==> config.mk <==
export PLATFORM = sky130hd
export DESIGN_NAME = vcl_lifecycle
export DESIGN_NICKNAME = d
export VERILOG_FILES = /design/src/vcl_pkg.sv /design/src/vcl_field_mem.sv /design/src/vcl_lifecycle.sv
export VERILOG_INCLUDE_DIRS = /design/src
export SDC_FILE = /design/constraint.sdc
export NUM_CORES = 2
export LEC_CHECK = 0
export BUFFER_PORTS_ARGS = -buffer_cell sky130_fd_sc_hd__buf_2
export CORE_ASPECT_RATIO = 0.75
export CORE_UTILIZATION = 40
export CTS_BUF_LIST = sky130_fd_sc_hd__clkbuf_8
export CTS_CLUSTER_DIAMETER = 40
export CTS_CLUSTER_SIZE = 30
export DETAILED_ROUTE_END_ITERATION = 10
export PLACE_DENSITY = 0.64
export SLEW_MARGIN = 40
export SYNTH_ARGS = -nofsm -noshare
export SYNTH_HDL_FRONTEND = slang
export SYNTH_SLANG_ARGS = --single-unit
==> constraint.sdc <==
create_clock -name clk -period 4.7 [get_ports clk]
set_input_delay 0.47 -clock clk [delete_from_list [all_inputs] [get_ports clk]]
set_output_delay 0.47 -clock clk [all_outputs]
set_load 0.02 [all_outputs]
==> src/vcl_cfg.svh <==
`ifndef VCL_CFG_SVH
`define VCL_CFG_SVH

// ****************************************
// register word offsets (byte addresses)
// ****************************************
`define VCL_A_CMD 8'h00
`define VCL_A_OPLO 8'h04
`define VCL_A_OPHI 8'h08
`define VCL_A_FIDX 8'h0C
`define VCL_A_FDATA 8'h10
`define VCL_A_STATUS 8'h14
`define VCL_A_WPLO 8'h18
`define VCL_A_WPHI 8'h1C
`define VCL_A_CPLO 8'h20
`define VCL_A_CPHI 8'h24
`define VCL_A_PPLO 8'h28
`define VCL_A_PPHI 8'h2C

// ****************************************
// command codes written to the command word
// ****************************************
`define VCL_OP_CLEAR 3'h1
`define VCL_OP_PTRLD 3'h2
`define VCL_OP_LAUNCH 3'h3
`define VCL_OP_RESUME 3'h4
`define VCL_OP_FWRITE 3'h5
`define VCL_OP_FREAD 3'h6

// ****************************************
// status bit positions
// ****************************************
`define VCL_ST_BUSY 0
`define VCL_ST_INVF 1
`define VCL_ST_VALF 2
`define VCL_ST_RUN 3
`define VCL_ST_LAUNCHED 4

// ****************************************
// field indices inside the structure image
// ****************************************
`define VCL_F_EXITCTL 4'h0
`define VCL_F_ENTRYCTL 4'h1
`define VCL_F_EXECCTL 4'h2
`define VCL_F_HOSTTR 4'h3
`define VCL_F_EXCBMP 4'h4
`define VCL_F_PFMASK 4'h5
`define VCL_F_PFMATCH 4'h6
`define VCL_F_REASON 4'h7
`define VCL_F_QUAL 4'h8
`define VCL_F_INSTERR 4'h9
`define VCL_F_LASTCHK 4'h6

// ****************************************
// pointers, codes and reasons
// ****************************************
`define VCL_PTR_INVALID 64'hFFFF_FFFF_FFFF_FFFF
`define VCL_PAGE_SHIFT 12
`define VCL_ERR_LAUNCH 32'h0000_0004
`define VCL_ERR_RESUME 32'h0000_0005
`define VCL_ERR_CTL 32'h0000_0007
`define VCL_ERR_HOST 32'h0000_0008
`define VCL_RSN_EXC 32'h0000_0000
`define VCL_RSN_BADGUEST 32'h8000_0021
`define VCL_RSN_FAIL_BIT 31
`define VCL_VEC_PF 5'h0E

`endif

==> src/vcl_pkg.sv <==
package vcl_pkg;

  // sequencer states
  typedef enum logic [3:0] {
    S_IDLE, S_CLR, S_FWR, S_FRD, S_FRW, S_CHKRD, S_CHKEV,
    S_LOAD, S_RUN, S_ERR, S_XRSN, S_XQUAL
  } vcl_state_t;

  // control word honours the forced-one and allowed-one masks
  function automatic logic vcl_ctl_ok(input logic [31:0] v, input logic [31:0] a0,
                                      input logic [31:0] a1);
    return ((v & a0) == a0) && ((v & ~a1) == 32'h0000_0000);
  endfunction

endpackage
==> src/vcl_field_mem.sv <==
`timescale 1ns/10ps
`default_nettype none

// single-port-write, registered-read image of the structure fields
module vcl_field_mem #(
  parameter int W = 32,
  parameter int DEPTH = 16,
  parameter int AW = $clog2(DEPTH)
) (
  input wire logic clk,
  input wire logic rst_b,
  input wire logic we,
  input wire logic [AW-1:0] wAddr,
  input wire logic [W-1:0] wData,
  input wire logic [AW-1:0] rAddr,
  output logic [W-1:0] rData
);

  // storage has no reset; the clear walk gives it defined contents
  logic [W-1:0] mem [DEPTH];
  logic [W-1:0] rData_ff;

  // write port
  always_ff @(posedge clk) begin
    if (we) begin
      mem[wAddr] <= wData;
    end
  end

  // read data always from a register, one cycle after the address
  always_ff @(posedge clk or negedge rst_b) begin
    if (!rst_b) begin
      rData_ff <= '0;
    end else begin
      rData_ff <= mem[rAddr];
    end
  end

  assign rData = rData_ff;

endmodule

`default_nettype wire

==> src/vcl_lifecycle.sv <==
`timescale 1ns/10ps
`default_nettype none
`include "vcl_cfg.svh"

module vcl_lifecycle
  import vcl_pkg::*;
#(
  parameter int NUM_SLOTS = 4,
  parameter int NUM_FIELDS = 16,
  parameter logic [31:0] EXIT_A0 = 32'h0000_0000,
  parameter logic [31:0] EXIT_A1 = 32'hFFFF_FFFF,
  parameter logic [31:0] ENTRY_A0 = 32'h0000_0000,
  parameter logic [31:0] ENTRY_A1 = 32'hFFFF_FFFF,
  parameter logic [31:0] EXEC_A0 = 32'h0000_0000,
  parameter logic [31:0] EXEC_A1 = 32'hFFFF_FFFF
) (
  input wire logic clk,
  input wire logic rst_b,
  input wire logic [7:0] regAddr,
  input wire logic [31:0] regWrData,
  input wire logic regWrEn,
  input wire logic regRdEn,
  output logic [31:0] regRdData,
  input wire logic guestExcValid,
  input wire logic [4:0] guestExcVector,
  input wire logic [31:0] guestExcErrCode,
  input wire logic [31:0] guestFaultAddr,
  input wire logic guestExitReq,
  input wire logic [15:0] guestExitReason,
  input wire logic guestStateBad,
  output logic guestRunning,
  output logic hostStateLoad,
  output logic invPtrFailFlag,
  output logic validPtrFailFlag
);

  localparam int SB = $clog2(NUM_SLOTS);
  localparam int FB = $clog2(NUM_FIELDS);

  // ****************************************
  // parameter checks
  // ****************************************
  // slot index is a plain bit slice of the pointer, so the slot count must be a power of two
  if (NUM_SLOTS < 2 || NUM_FIELDS < 16 || (NUM_SLOTS & (NUM_SLOTS - 1)) != 0) begin : g_chk
    $error("vcl_lifecycle: needs a power-of-two slot count of at least 2 and 16 fields");
  end

  // ****************************************
  // state
  // ****************************************
  vcl_state_t state_ff, nxt_state;
  logic [63:0] wPtr_ff; // working pointer
  logic [63:0] cPtr_ff; // controlling pointer
  logic [63:0] pPtr_ff; // parent pointer
  logic [63:0] opnd_ff; // command operand
  logic [FB-1:0] fIdx_ff; // field index for access commands
  logic [31:0] fData_ff; // field write data
  logic [31:0] fRd_ff; // field read result
  logic invF_ff, validF_ff; // instruction outcome flags
  logic run_ff, hostLd_ff;
  logic [NUM_SLOTS-1:0] launched_ff; // launch state per region slot
  logic [FB-1:0] walk_ff; // clear walk and check walk index
  logic [31:0] bmp_ff, pfMask_ff, pfMatch_ff; // shadows used while guest runs
  logic [31:0] rsn_ff, qual_ff, err_ff; // pending field writes
  logic isLaunch_ff; // entry came from first-entry command
  logic [31:0] rdData_ff;

  // ****************************************
  // decode
  // ****************************************
  wire idle = (state_ff == S_IDLE);
  wire busy = !idle && (state_ff != S_RUN);
  // config writes only while idle so an op in flight keeps its operands
  wire cfgWr = regWrEn && idle;
  wire cmdGo = cfgWr && (regAddr == `VCL_A_CMD);
  wire [2:0] op = regWrData[2:0];
  wire opClear = cmdGo && (op == `VCL_OP_CLEAR);
  wire opPtrld = cmdGo && (op == `VCL_OP_PTRLD);
  wire opLaunch = cmdGo && (op == `VCL_OP_LAUNCH);
  wire opResume = cmdGo && (op == `VCL_OP_RESUME);
  wire opFwr = cmdGo && (op == `VCL_OP_FWRITE);
  wire opFrd = cmdGo && (op == `VCL_OP_FREAD);
  wire opEntry = opLaunch || opResume;
  wire needPtr = opEntry || opFwr || opFrd;
  wire wValid = (wPtr_ff != `VCL_PTR_INVALID);
  // slots index whole pages; relies on software aligning regions
  wire [SB-1:0] wSlot = wPtr_ff[`VCL_PAGE_SHIFT +: SB];
  wire [SB-1:0] oSlot = opnd_ff[`VCL_PAGE_SHIFT +: SB];
  wire wLaunched = launched_ff[wSlot];
  wire ptrFail = needPtr && !wValid;
  wire stateFail = wValid && ((opLaunch && wLaunched) || (opResume && !wLaunched));
  wire walkLast = (walk_ff == FB'(NUM_FIELDS - 1));
  wire chkLast = (walk_ff == FB'(`VCL_F_LASTCHK));
  wire launchOk = (state_ff == S_LOAD) && !guestStateBad && isLaunch_ff;

  // ****************************************
  // field image
  // ****************************************
  wire [31:0] memRd;
  wire memWe = (state_ff == S_CLR) || (state_ff == S_FWR) || (state_ff == S_ERR) ||
               (state_ff == S_XRSN) || (state_ff == S_XQUAL);
  wire [FB-1:0] memWa = (state_ff == S_CLR) ? walk_ff :
                        (state_ff == S_FWR) ? fIdx_ff :
                        (state_ff == S_ERR) ? FB'(`VCL_F_INSTERR) :
                        (state_ff == S_XRSN) ? FB'(`VCL_F_REASON) : FB'(`VCL_F_QUAL);
  wire [31:0] memWd = (state_ff == S_CLR) ? 32'h0000_0000 :
                      (state_ff == S_FWR) ? fData_ff :
                      (state_ff == S_ERR) ? err_ff :
                      (state_ff == S_XRSN) ? rsn_ff : qual_ff;
  wire [FB-1:0] memRa = (state_ff == S_CHKRD) ? walk_ff : fIdx_ff;

  vcl_field_mem #(.W(32), .DEPTH(NUM_FIELDS)) u_mem (
    .clk(clk),
    .rst_b(rst_b),
    .we(memWe),
    .wAddr(memWa),
    .wData(memWd),
    .rAddr(memRa),
    .rData(memRd)
  );

  // ****************************************
  // entry checks
  // ****************************************
  wire [31:0] a0Sel = (walk_ff == FB'(`VCL_F_EXITCTL)) ? EXIT_A0 :
                      (walk_ff == FB'(`VCL_F_ENTRYCTL)) ? ENTRY_A0 : EXEC_A0;
  wire [31:0] a1Sel = (walk_ff == FB'(`VCL_F_EXITCTL)) ? EXIT_A1 :
                      (walk_ff == FB'(`VCL_F_ENTRYCTL)) ? ENTRY_A1 : EXEC_A1;
  wire isCtl = (walk_ff < FB'(`VCL_F_HOSTTR));
  wire isTaskSel = (walk_ff == FB'(`VCL_F_HOSTTR));
  wire ctlBad = isCtl && !vcl_ctl_ok(memRd, a0Sel, a1Sel);
  // table and privilege bits zero, null selector cannot name a task segment
  wire taskSelBad = isTaskSel && ((memRd[2:0] != 3'h0) || (memRd[15:3] == 13'h0000));
  wire chkBad = (state_ff == S_CHKEV) && (ctlBad || taskSelBad);

  // ****************************************
  // guest exit decision
  // ****************************************
  wire pfHit = ((guestExcErrCode & pfMask_ff) == pfMatch_ff);
  wire isPf = (guestExcVector == `VCL_VEC_PF);
  // page faults exit when match agrees with bitmap bit
  wire excExit = guestExcValid && (isPf ? (bmp_ff[`VCL_VEC_PF] == pfHit) : bmp_ff[guestExcVector]);
  wire anyExit = (state_ff == S_RUN) && (excExit || guestExitReq);

  // ****************************************
  // next state
  // ****************************************
  always_comb begin
    nxt_state = state_ff;
    case (state_ff)
      S_IDLE: begin
        if (opClear) begin
          nxt_state = S_CLR;
        end else if (ptrFail) begin
          nxt_state = S_IDLE; // only the invalid-pointer flag reports it
        end else if (stateFail) begin
          nxt_state = S_ERR;
        end else if (opEntry) begin
          nxt_state = S_CHKRD;
        end else if (opFwr) begin
          nxt_state = S_FWR;
        end else if (opFrd) begin
          nxt_state = S_FRD;
        end
      end
      S_CLR: nxt_state = walkLast ? S_IDLE : S_CLR;
      S_FWR: nxt_state = S_IDLE;
      S_FRD: nxt_state = S_FRW;
      S_FRW: nxt_state = S_IDLE;
      S_CHKRD: nxt_state = S_CHKEV;
      S_CHKEV: begin
        if (chkBad) begin
          nxt_state = S_ERR;
        end else begin
          nxt_state = chkLast ? S_LOAD : S_CHKRD;
        end
      end
      S_LOAD: nxt_state = guestStateBad ? S_XRSN : S_RUN;
      S_RUN: nxt_state = anyExit ? S_XRSN : S_RUN;
      S_ERR: nxt_state = S_IDLE;
      S_XRSN: nxt_state = S_XQUAL;
      S_XQUAL: nxt_state = S_IDLE;
      default: nxt_state = S_IDLE;
    endcase
  end

  // state register, running level and single-cycle host reload pulse
  always_ff @(posedge clk or negedge rst_b) begin
    if (!rst_b) begin
      state_ff <= S_IDLE;
      run_ff <= 1'b0;
      hostLd_ff <= 1'b0;
    end else begin
      state_ff <= nxt_state;
      run_ff <= (nxt_state == S_RUN);
      hostLd_ff <= (state_ff == S_XQUAL); // host state restored, no guest save
    end
  end

  // ****************************************
  // pointers
  // ****************************************
  always_ff @(posedge clk or negedge rst_b) begin
    if (!rst_b) begin
      wPtr_ff <= `VCL_PTR_INVALID;
      cPtr_ff <= `VCL_PTR_INVALID;
      pPtr_ff <= `VCL_PTR_INVALID;
    end else begin
      if (opClear) begin
        wPtr_ff <= `VCL_PTR_INVALID;
      end else if (opPtrld) begin
        wPtr_ff <= opnd_ff;
      end
      if (launchOk) begin
        cPtr_ff <= wPtr_ff;
        pPtr_ff <= cPtr_ff;
      end
    end
  end

  // launch state per slot
  for (genvar i = 0; i < NUM_SLOTS; i++) begin : g_slot
    always_ff @(posedge clk or negedge rst_b) begin
      if (!rst_b) begin
        launched_ff[i] <= 1'b0;
      end else if (opClear && (oSlot == SB'(i))) begin
        launched_ff[i] <= 1'b0;
      end else if (launchOk && (wSlot == SB'(i))) begin
        launched_ff[i] <= 1'b1;
      end
    end
  end

  // ****************************************
  // operands and walk index
  // ****************************************
  always_ff @(posedge clk or negedge rst_b) begin
    if (!rst_b) begin
      opnd_ff <= 64'h0000_0000_0000_0000;
      fIdx_ff <= '0;
      fData_ff <= 32'h0000_0000;
      walk_ff <= '0;
      isLaunch_ff <= 1'b0;
    end else begin
      if (cfgWr && regAddr == `VCL_A_OPLO) opnd_ff[31:0] <= regWrData;
      if (cfgWr && regAddr == `VCL_A_OPHI) opnd_ff[63:32] <= regWrData;
      if (cfgWr && regAddr == `VCL_A_FIDX) fIdx_ff <= regWrData[FB-1:0];
      if (cfgWr && regAddr == `VCL_A_FDATA) fData_ff <= regWrData;
      if (opEntry) isLaunch_ff <= opLaunch;
      // walk restarts on each command; steps on each clear write or check
      if (cmdGo) begin
        walk_ff <= '0;
      end else if (state_ff == S_CLR || state_ff == S_CHKEV) begin
        walk_ff <= walk_ff + FB'(1);
      end
    end
  end

  // ****************************************
  // outcome flags and pending field values
  // ****************************************
  always_ff @(posedge clk or negedge rst_b) begin
    if (!rst_b) begin
      invF_ff <= 1'b0;
      validF_ff <= 1'b0;
      err_ff <= 32'h0000_0000;
    end else if (cmdGo) begin
      // a new command wipes the old outcome, then reports its own
      invF_ff <= ptrFail;
      validF_ff <= !ptrFail && stateFail;
      err_ff <= opLaunch ? `VCL_ERR_LAUNCH : `VCL_ERR_RESUME;
    end else if (chkBad) begin
      validF_ff <= 1'b1;
      err_ff <= ctlBad ? `VCL_ERR_CTL : `VCL_ERR_HOST;
    end
  end

  // exit record, captured shadows and field-read result
  always_ff @(posedge clk or negedge rst_b) begin
    if (!rst_b) begin
      rsn_ff <= 32'h0000_0000;
      qual_ff <= 32'h0000_0000;
      bmp_ff <= 32'h0000_0000;
      pfMask_ff <= 32'h0000_0000;
      pfMatch_ff <= 32'h0000_0000;
      fRd_ff <= 32'h0000_0000;
    end else begin
      if (state_ff == S_LOAD && guestStateBad) begin
        rsn_ff <= `VCL_RSN_BADGUEST;
        qual_ff <= 32'h0000_0000;
      end else if (anyExit) begin
        rsn_ff <= excExit ? `VCL_RSN_EXC : {16'h0000, guestExitReason};
        qual_ff <= (excExit && isPf) ? guestFaultAddr : 32'h0000_0000;
      end
      if (state_ff == S_CHKEV && walk_ff == FB'(`VCL_F_EXCBMP)) bmp_ff <= memRd;
      if (state_ff == S_CHKEV && walk_ff == FB'(`VCL_F_PFMASK)) pfMask_ff <= memRd;
      if (state_ff == S_CHKEV && walk_ff == FB'(`VCL_F_PFMATCH)) pfMatch_ff <= memRd;
      if (state_ff == S_FRW) fRd_ff <= memRd;
    end
  end

  // ****************************************
  // register read port
  // ****************************************
  wire [31:0] status = {27'h0000000, wValid && wLaunched, run_ff, validF_ff, invF_ff, busy};
  wire [31:0] rdMux = (regAddr == `VCL_A_OPLO) ? opnd_ff[31:0] :
                      (regAddr == `VCL_A_OPHI) ? opnd_ff[63:32] :
                      (regAddr == `VCL_A_FIDX) ? 32'(fIdx_ff) :
                      (regAddr == `VCL_A_FDATA) ? fRd_ff :
                      (regAddr == `VCL_A_STATUS) ? status :
                      (regAddr == `VCL_A_WPLO) ? wPtr_ff[31:0] :
                      (regAddr == `VCL_A_WPHI) ? wPtr_ff[63:32] :
                      (regAddr == `VCL_A_CPLO) ? cPtr_ff[31:0] :
                      (regAddr == `VCL_A_CPHI) ? cPtr_ff[63:32] :
                      (regAddr == `VCL_A_PPLO) ? pPtr_ff[31:0] :
                      (regAddr == `VCL_A_PPHI) ? pPtr_ff[63:32] : 32'h0000_0000;

  // read data stand only in the cycle after the strobe
  always_ff @(posedge clk or negedge rst_b) begin
    if (!rst_b) begin
      rdData_ff <= 32'h0000_0000;
    end else begin
      rdData_ff <= regRdEn ? rdMux : 32'h0000_0000;
    end
  end

  assign regRdData = rdData_ff;
  assign guestRunning = run_ff;
  assign hostStateLoad = hostLd_ff;
  assign invPtrFailFlag = invF_ff;
  assign validPtrFailFlag = validF_ff;

  // ****************************************
  // checks
  // ****************************************
  a_clear_invalidates: assert property (@(posedge clk) disable iff (!rst_b)
    opClear |=> (wPtr_ff == `VCL_PTR_INVALID) ##1 (state_ff == S_CLR))
    else $error("clear did not invalidate working pointer");
  a_clear_slot: assert property (@(posedge clk) disable iff (!rst_b)
    opClear |=> !launched_ff[$past(oSlot)])
    else $error("clear did not mark slot clear");
  a_ptr_load: assert property (@(posedge clk) disable iff (!rst_b)
    opPtrld |=> (wPtr_ff == $past(opnd_ff)))
    else $error("pointer load took wrong value");
  a_launch_ptrs: assert property (@(posedge clk) disable iff (!rst_b)
    launchOk |=> (cPtr_ff == $past(wPtr_ff)) && (pPtr_ff == $past(cPtr_ff)))
    else $error("launch pointer copy wrong");
  a_launch_state: assert property (@(posedge clk) disable iff (!rst_b)
    launchOk |=> launched_ff[$past(wSlot)] && run_ff)
    else $error("launch did not mark launched");
  a_inv_flag: assert property (@(posedge clk) disable iff (!rst_b)
    (cmdGo && ptrFail) |=> invF_ff && !validF_ff && idle)
    else $error("invalid pointer failure not flagged");
  a_state_fail: assert property (@(posedge clk) disable iff (!rst_b)
    (cmdGo && !ptrFail && stateFail) |=> validF_ff && memWe &&
      (memWa == FB'(`VCL_F_INSTERR)) ##1 idle)
    else $error("wrong launch state not failed");
  a_check_fail: assert property (@(posedge clk) disable iff (!rst_b)
    (state_ff == S_CHKEV && ctlBad) |=> validF_ff && (err_ff == `VCL_ERR_CTL))
    else $error("control check failure not reported");
  a_entry_fail: assert property (@(posedge clk) disable iff (!rst_b)
    (state_ff == S_LOAD && guestStateBad) |=> rsn_ff[`VCL_RSN_FAIL_BIT] ##2 hostLd_ff)
    else $error("guest state failure not reported");
  a_exc_exit: assert property (@(posedge clk) disable iff (!rst_b)
    (state_ff == S_RUN && guestExcValid && !isPf && bmp_ff[guestExcVector]) |=>
      (state_ff == S_XRSN) && !run_ff)
    else $error("bitmap exception did not exit");
  a_pf_qual: assert property (@(posedge clk) disable iff (!rst_b)
    (anyExit && excExit && isPf) |=> ##1 memWe && (memWa == FB'(`VCL_F_QUAL)) &&
      (memWd == $past(guestFaultAddr, 2)))
    else $error("page fault address not recorded");

endmodule

`default_nettype wire

==> impl_metrics.yaml <==
timing:
  setup_viol: 0
  slew_viol_final: 0
  maxSlewHeadroom_pct: 32.2
  post-route-min-period_ps: 3570
  whs_ps: 108
  hold_viol: 0
  max_freq_ghz: 0.280
  rsz0062_at_grt: "false"
  fin_setup_tns_ps: 0
  clock_skew_ps: 64.5
  tightest_slew_ps: 1020
  period_share_pct: 76.0
routing:
  vias: 26900
  first_iter_violations: 2820
  first_pass_iters: 9
  drt_wl_total_um: 121000
  met2WireLength_um: 52200
  ant_nets: 0
  viasPerCell: 5.83
  drc: 28
  post_drt_wl_per_cell_um: 26.3
  dr_wl_met3_um: 13300
  highest_layer: "met5"
  route.layer.met1.wl_um: 52900
clock_tree:
  clock_path_buffers: 3
  cts_tree: "built"
  ctsResizeCount: 0
  clk_pin_slew_ps: 90
  postCtsSetupBuffers: 0
  hold_buffers: 80
  cts_num_sinks: 1065
  worstSkewPairLatency_ps: 860
  cts-root-buf: "clkbuf_8"
  htree_levels: 3
  numCtsBuffers: 108
synthesis:
  synth_edf_count: 512
  synth_cells: 2795
  synth-seq-cells: 1065
  yosys-top-cells-area: "edfxtp_1 35%, dfrtp_1 21%, dfstp_2 12%, mux4_2 7.2%, mux2_2 5.0%"
  synth_cell_types: 63
  synth_top_area_share_pct: 35.3
  synth_ff_type: "edfxtp_1"
  synth_top_cells_by_count: "512 x edfxtp_1, 361 x dfrtp_1, 198 x nor2_1"
  yosysWarnings: 0
  syn-num-nets: 2931
  syn-mean-instance-area_um2: 15.6
  async_flop_share_pct: 51.9
  yosysMostFrequentCell: "edfxtp_1"
  synth.yosys.seq_area_share_pct: 67.6
  yosysTopAreaCell: "edfxtp_1"
  syn_area_um2: 43500
setup_path:
  end_kind: "flop"
  arrival_ps: 4090
  start_kind: "flop"
  reg2reg_depth: 7
  required_ps: 5220
  critPathKind: "reg -> reg"
  critPathMaxFanout: 18
power:
  p_switching_mw: 5.37
  combinationalPowerShare_pct: 9.0
  intPower_mw: 13.6
  peakVddDrop_v: 0.000244
  powerDensity_nw_per_um2: 378
  p_seq_share_pct: 56.1
  clkPwrFrac_pct: 34.9
  p_sw_share_pct: 28.3
  power.leakage_nw: 20.6
place:
  io_buffers: 167
  gp_congestion: 0.856
  dp_cells: 4315
  dpl.hpwl_um: 76600
grt:
  grt.total_usage_pct: 22.0
  antenna_found_initial: 19
  first_global_vias: 25900
  grt_overflow_total: 0
  grt_max_degree: 155
  grt_pass1_wl_um: 178000
die:
  die_area_um2: 110000
  die_x_um: 383
  core_um2: 108000
  rows: 104
  initial_core_util_pct: 40.5
  pin_count: 168
  die_h_um: 288
final_layout:
  finalNonFillerCells: 4614
  drive_gt1_share_pct: 32.8
  seq_area_um2: 29500
  area.growth.synth_to_final_pct: 15.3
  postLayoutCoreUtil_pct: 46.6
  multiInputGateArea_um2: 13600
  nFillCells: 9212
  nets: 3214
outcome:
  violations: "design-rule violations"
  run_status: "complete, but fails checks"
worst_hold_path:
  hp-class: "in -> reg"
  holdPathStages: 4
job:
  drv_cap: 0
==> power groups by stage <==
stage               Combinational, mW  Sequential [mW]  Clock, mW
floorplan                       0.884             10.6          0
global placement                 1.60             10.8          0
detailed placement               1.63             10.8          0
CTS                              1.69             10.6       6.74
global route                     1.84             10.7       7.10
finish                           1.71             10.6       6.61
==> cell usage in the layout (no fill, tap or decap), types with 11 or more instances in the layout <==
cell / netlist / layout
a211oi_1: 40 / 40
a21o_1: 12 / 11
a21oi_1: 109 / 108
a221oi_1: 17 / 14
a222oi_1: 24 / 24
a22o_1: 66 / 66
a22oi_1: 63 / 63
a31oi_1: 41 / 41
a41oi_1: 23 / 23
and2_1: 36 / 36
and3_1: 25 / 25
buf_12: 0 / 25
buf_2: 25 / 169
buf_4: 9 / 65
clkbuf_8: 0 / 109
clkinv_2: 0 / 11
clkinv_8: 0 / 18
dfrtp_1: 361 / 361
dfstp_2: 192 / 192
dlygate4sd3_1: 0 / 80
edfxtp_1: 512 / 512
inv_1: 8 / 14
inv_6: 0 / 28
mux2_1: 161 / 161
mux2_2: 192 / 192
mux4_2: 139 / 139
nand2_1: 132 / 129
nand3_1: 24 / 23
nand4_1: 24 / 24
nor2_1: 198 / 170
nor2_4: 0 / 18
nor3_1: 24 / 22
o21ai_0: 67 / 67
o21ai_1: 12 / 12
==> critical path: stages (launching register included) <==
cell      delay (ps)
dfrtp_1          620
nand2b_1         320
a21o_1           720
a21oi_1          120
o21ai_0          160
nand2_1          300
nor2_4           720
buf_12           290
==> kinds of logic after synthesis <==
kind of cell / synth area share [%]
adder cells (fa/ha/maj): 0.115
AND/OR/NAND/NOR: 5.60
XOR/XNOR: 0.121
flip-flops: 67.6
buffers and inverters: 1.78
AO/OA/AOI/OAI: 8.17
multiplexers: 16.6
==> metrics by stage <==
stage	power, mW	setup slack (ps)	area [um2]
after floorplan	11.5	1390	43500
after global placement	12.4	1110	46600
after detailed placement	12.5	1250	46700
after CTS	19.1	1230	50100
after global routing	19.6	1020	50200
final	19.0	1130	50200
==> per-layer routing <==
| metal | up-vias | track usage (%) |
|---|---|---|
| li1 | 11400 | - |
| met3 | 196 | 7.56 |
| met5 | - | 1.55 |
| met1 | 14100 | 31.9 |
| met2 | 1155 | 31.5 |
| met4 | 22 | 5.35 |
==> flip-flops by register name, summed over array words and instances (netlist names), 3 cells and up <==
signal / count
pfMask_ff: 32
pfMatch_ff: 32
bmp_ff: 32
fData_ff: 32
qual_ff: 32
state_ff: 4
launched_ff: 4
cPtr_ff: 64
regRdData: 32
rsn_ff: 17
u_mem.mem: 512
wPtr_ff: 64
fRd_ff: 32
opnd_ff: 64
fIdx_ff: 4
pPtr_ff: 64
walk_ff: 4
err_ff: 3
u_mem.rData: 32
==> worst paths after layout <==
check | start | slack, ps | end
min in group asynchronous | rst_b | 140 | pfMatch_ff[18]
setup reg to reg | state_ff[0] | 1130 | u_mem.mem[12][17]
hold / removal | guestExcValid | 110 | rsn_ff[31]
setup / recovery | state_ff[0] | 1130 | u_mem.mem[12][17]
hold reg to reg | bmp_ff[26] | 500 | bmp_ff[26]
max in group asynchronous | rst_b | 3280 | cPtr_ff[59]
==> area by class of cell <==
class	instances	share of cell area, %
Antenna cell	9	0.0449
Tap cell	1431	3.57
Multi-Input combinational cell	1547	27.1
Timing Repair Buffer	348	5.51
Clock buffer	109	2.99
Clock inverter	97	2.04
Sequential cell	1065	58.7
Inverter	8	0.0598
Note: power is estimated with default switching activity, not from simulation.
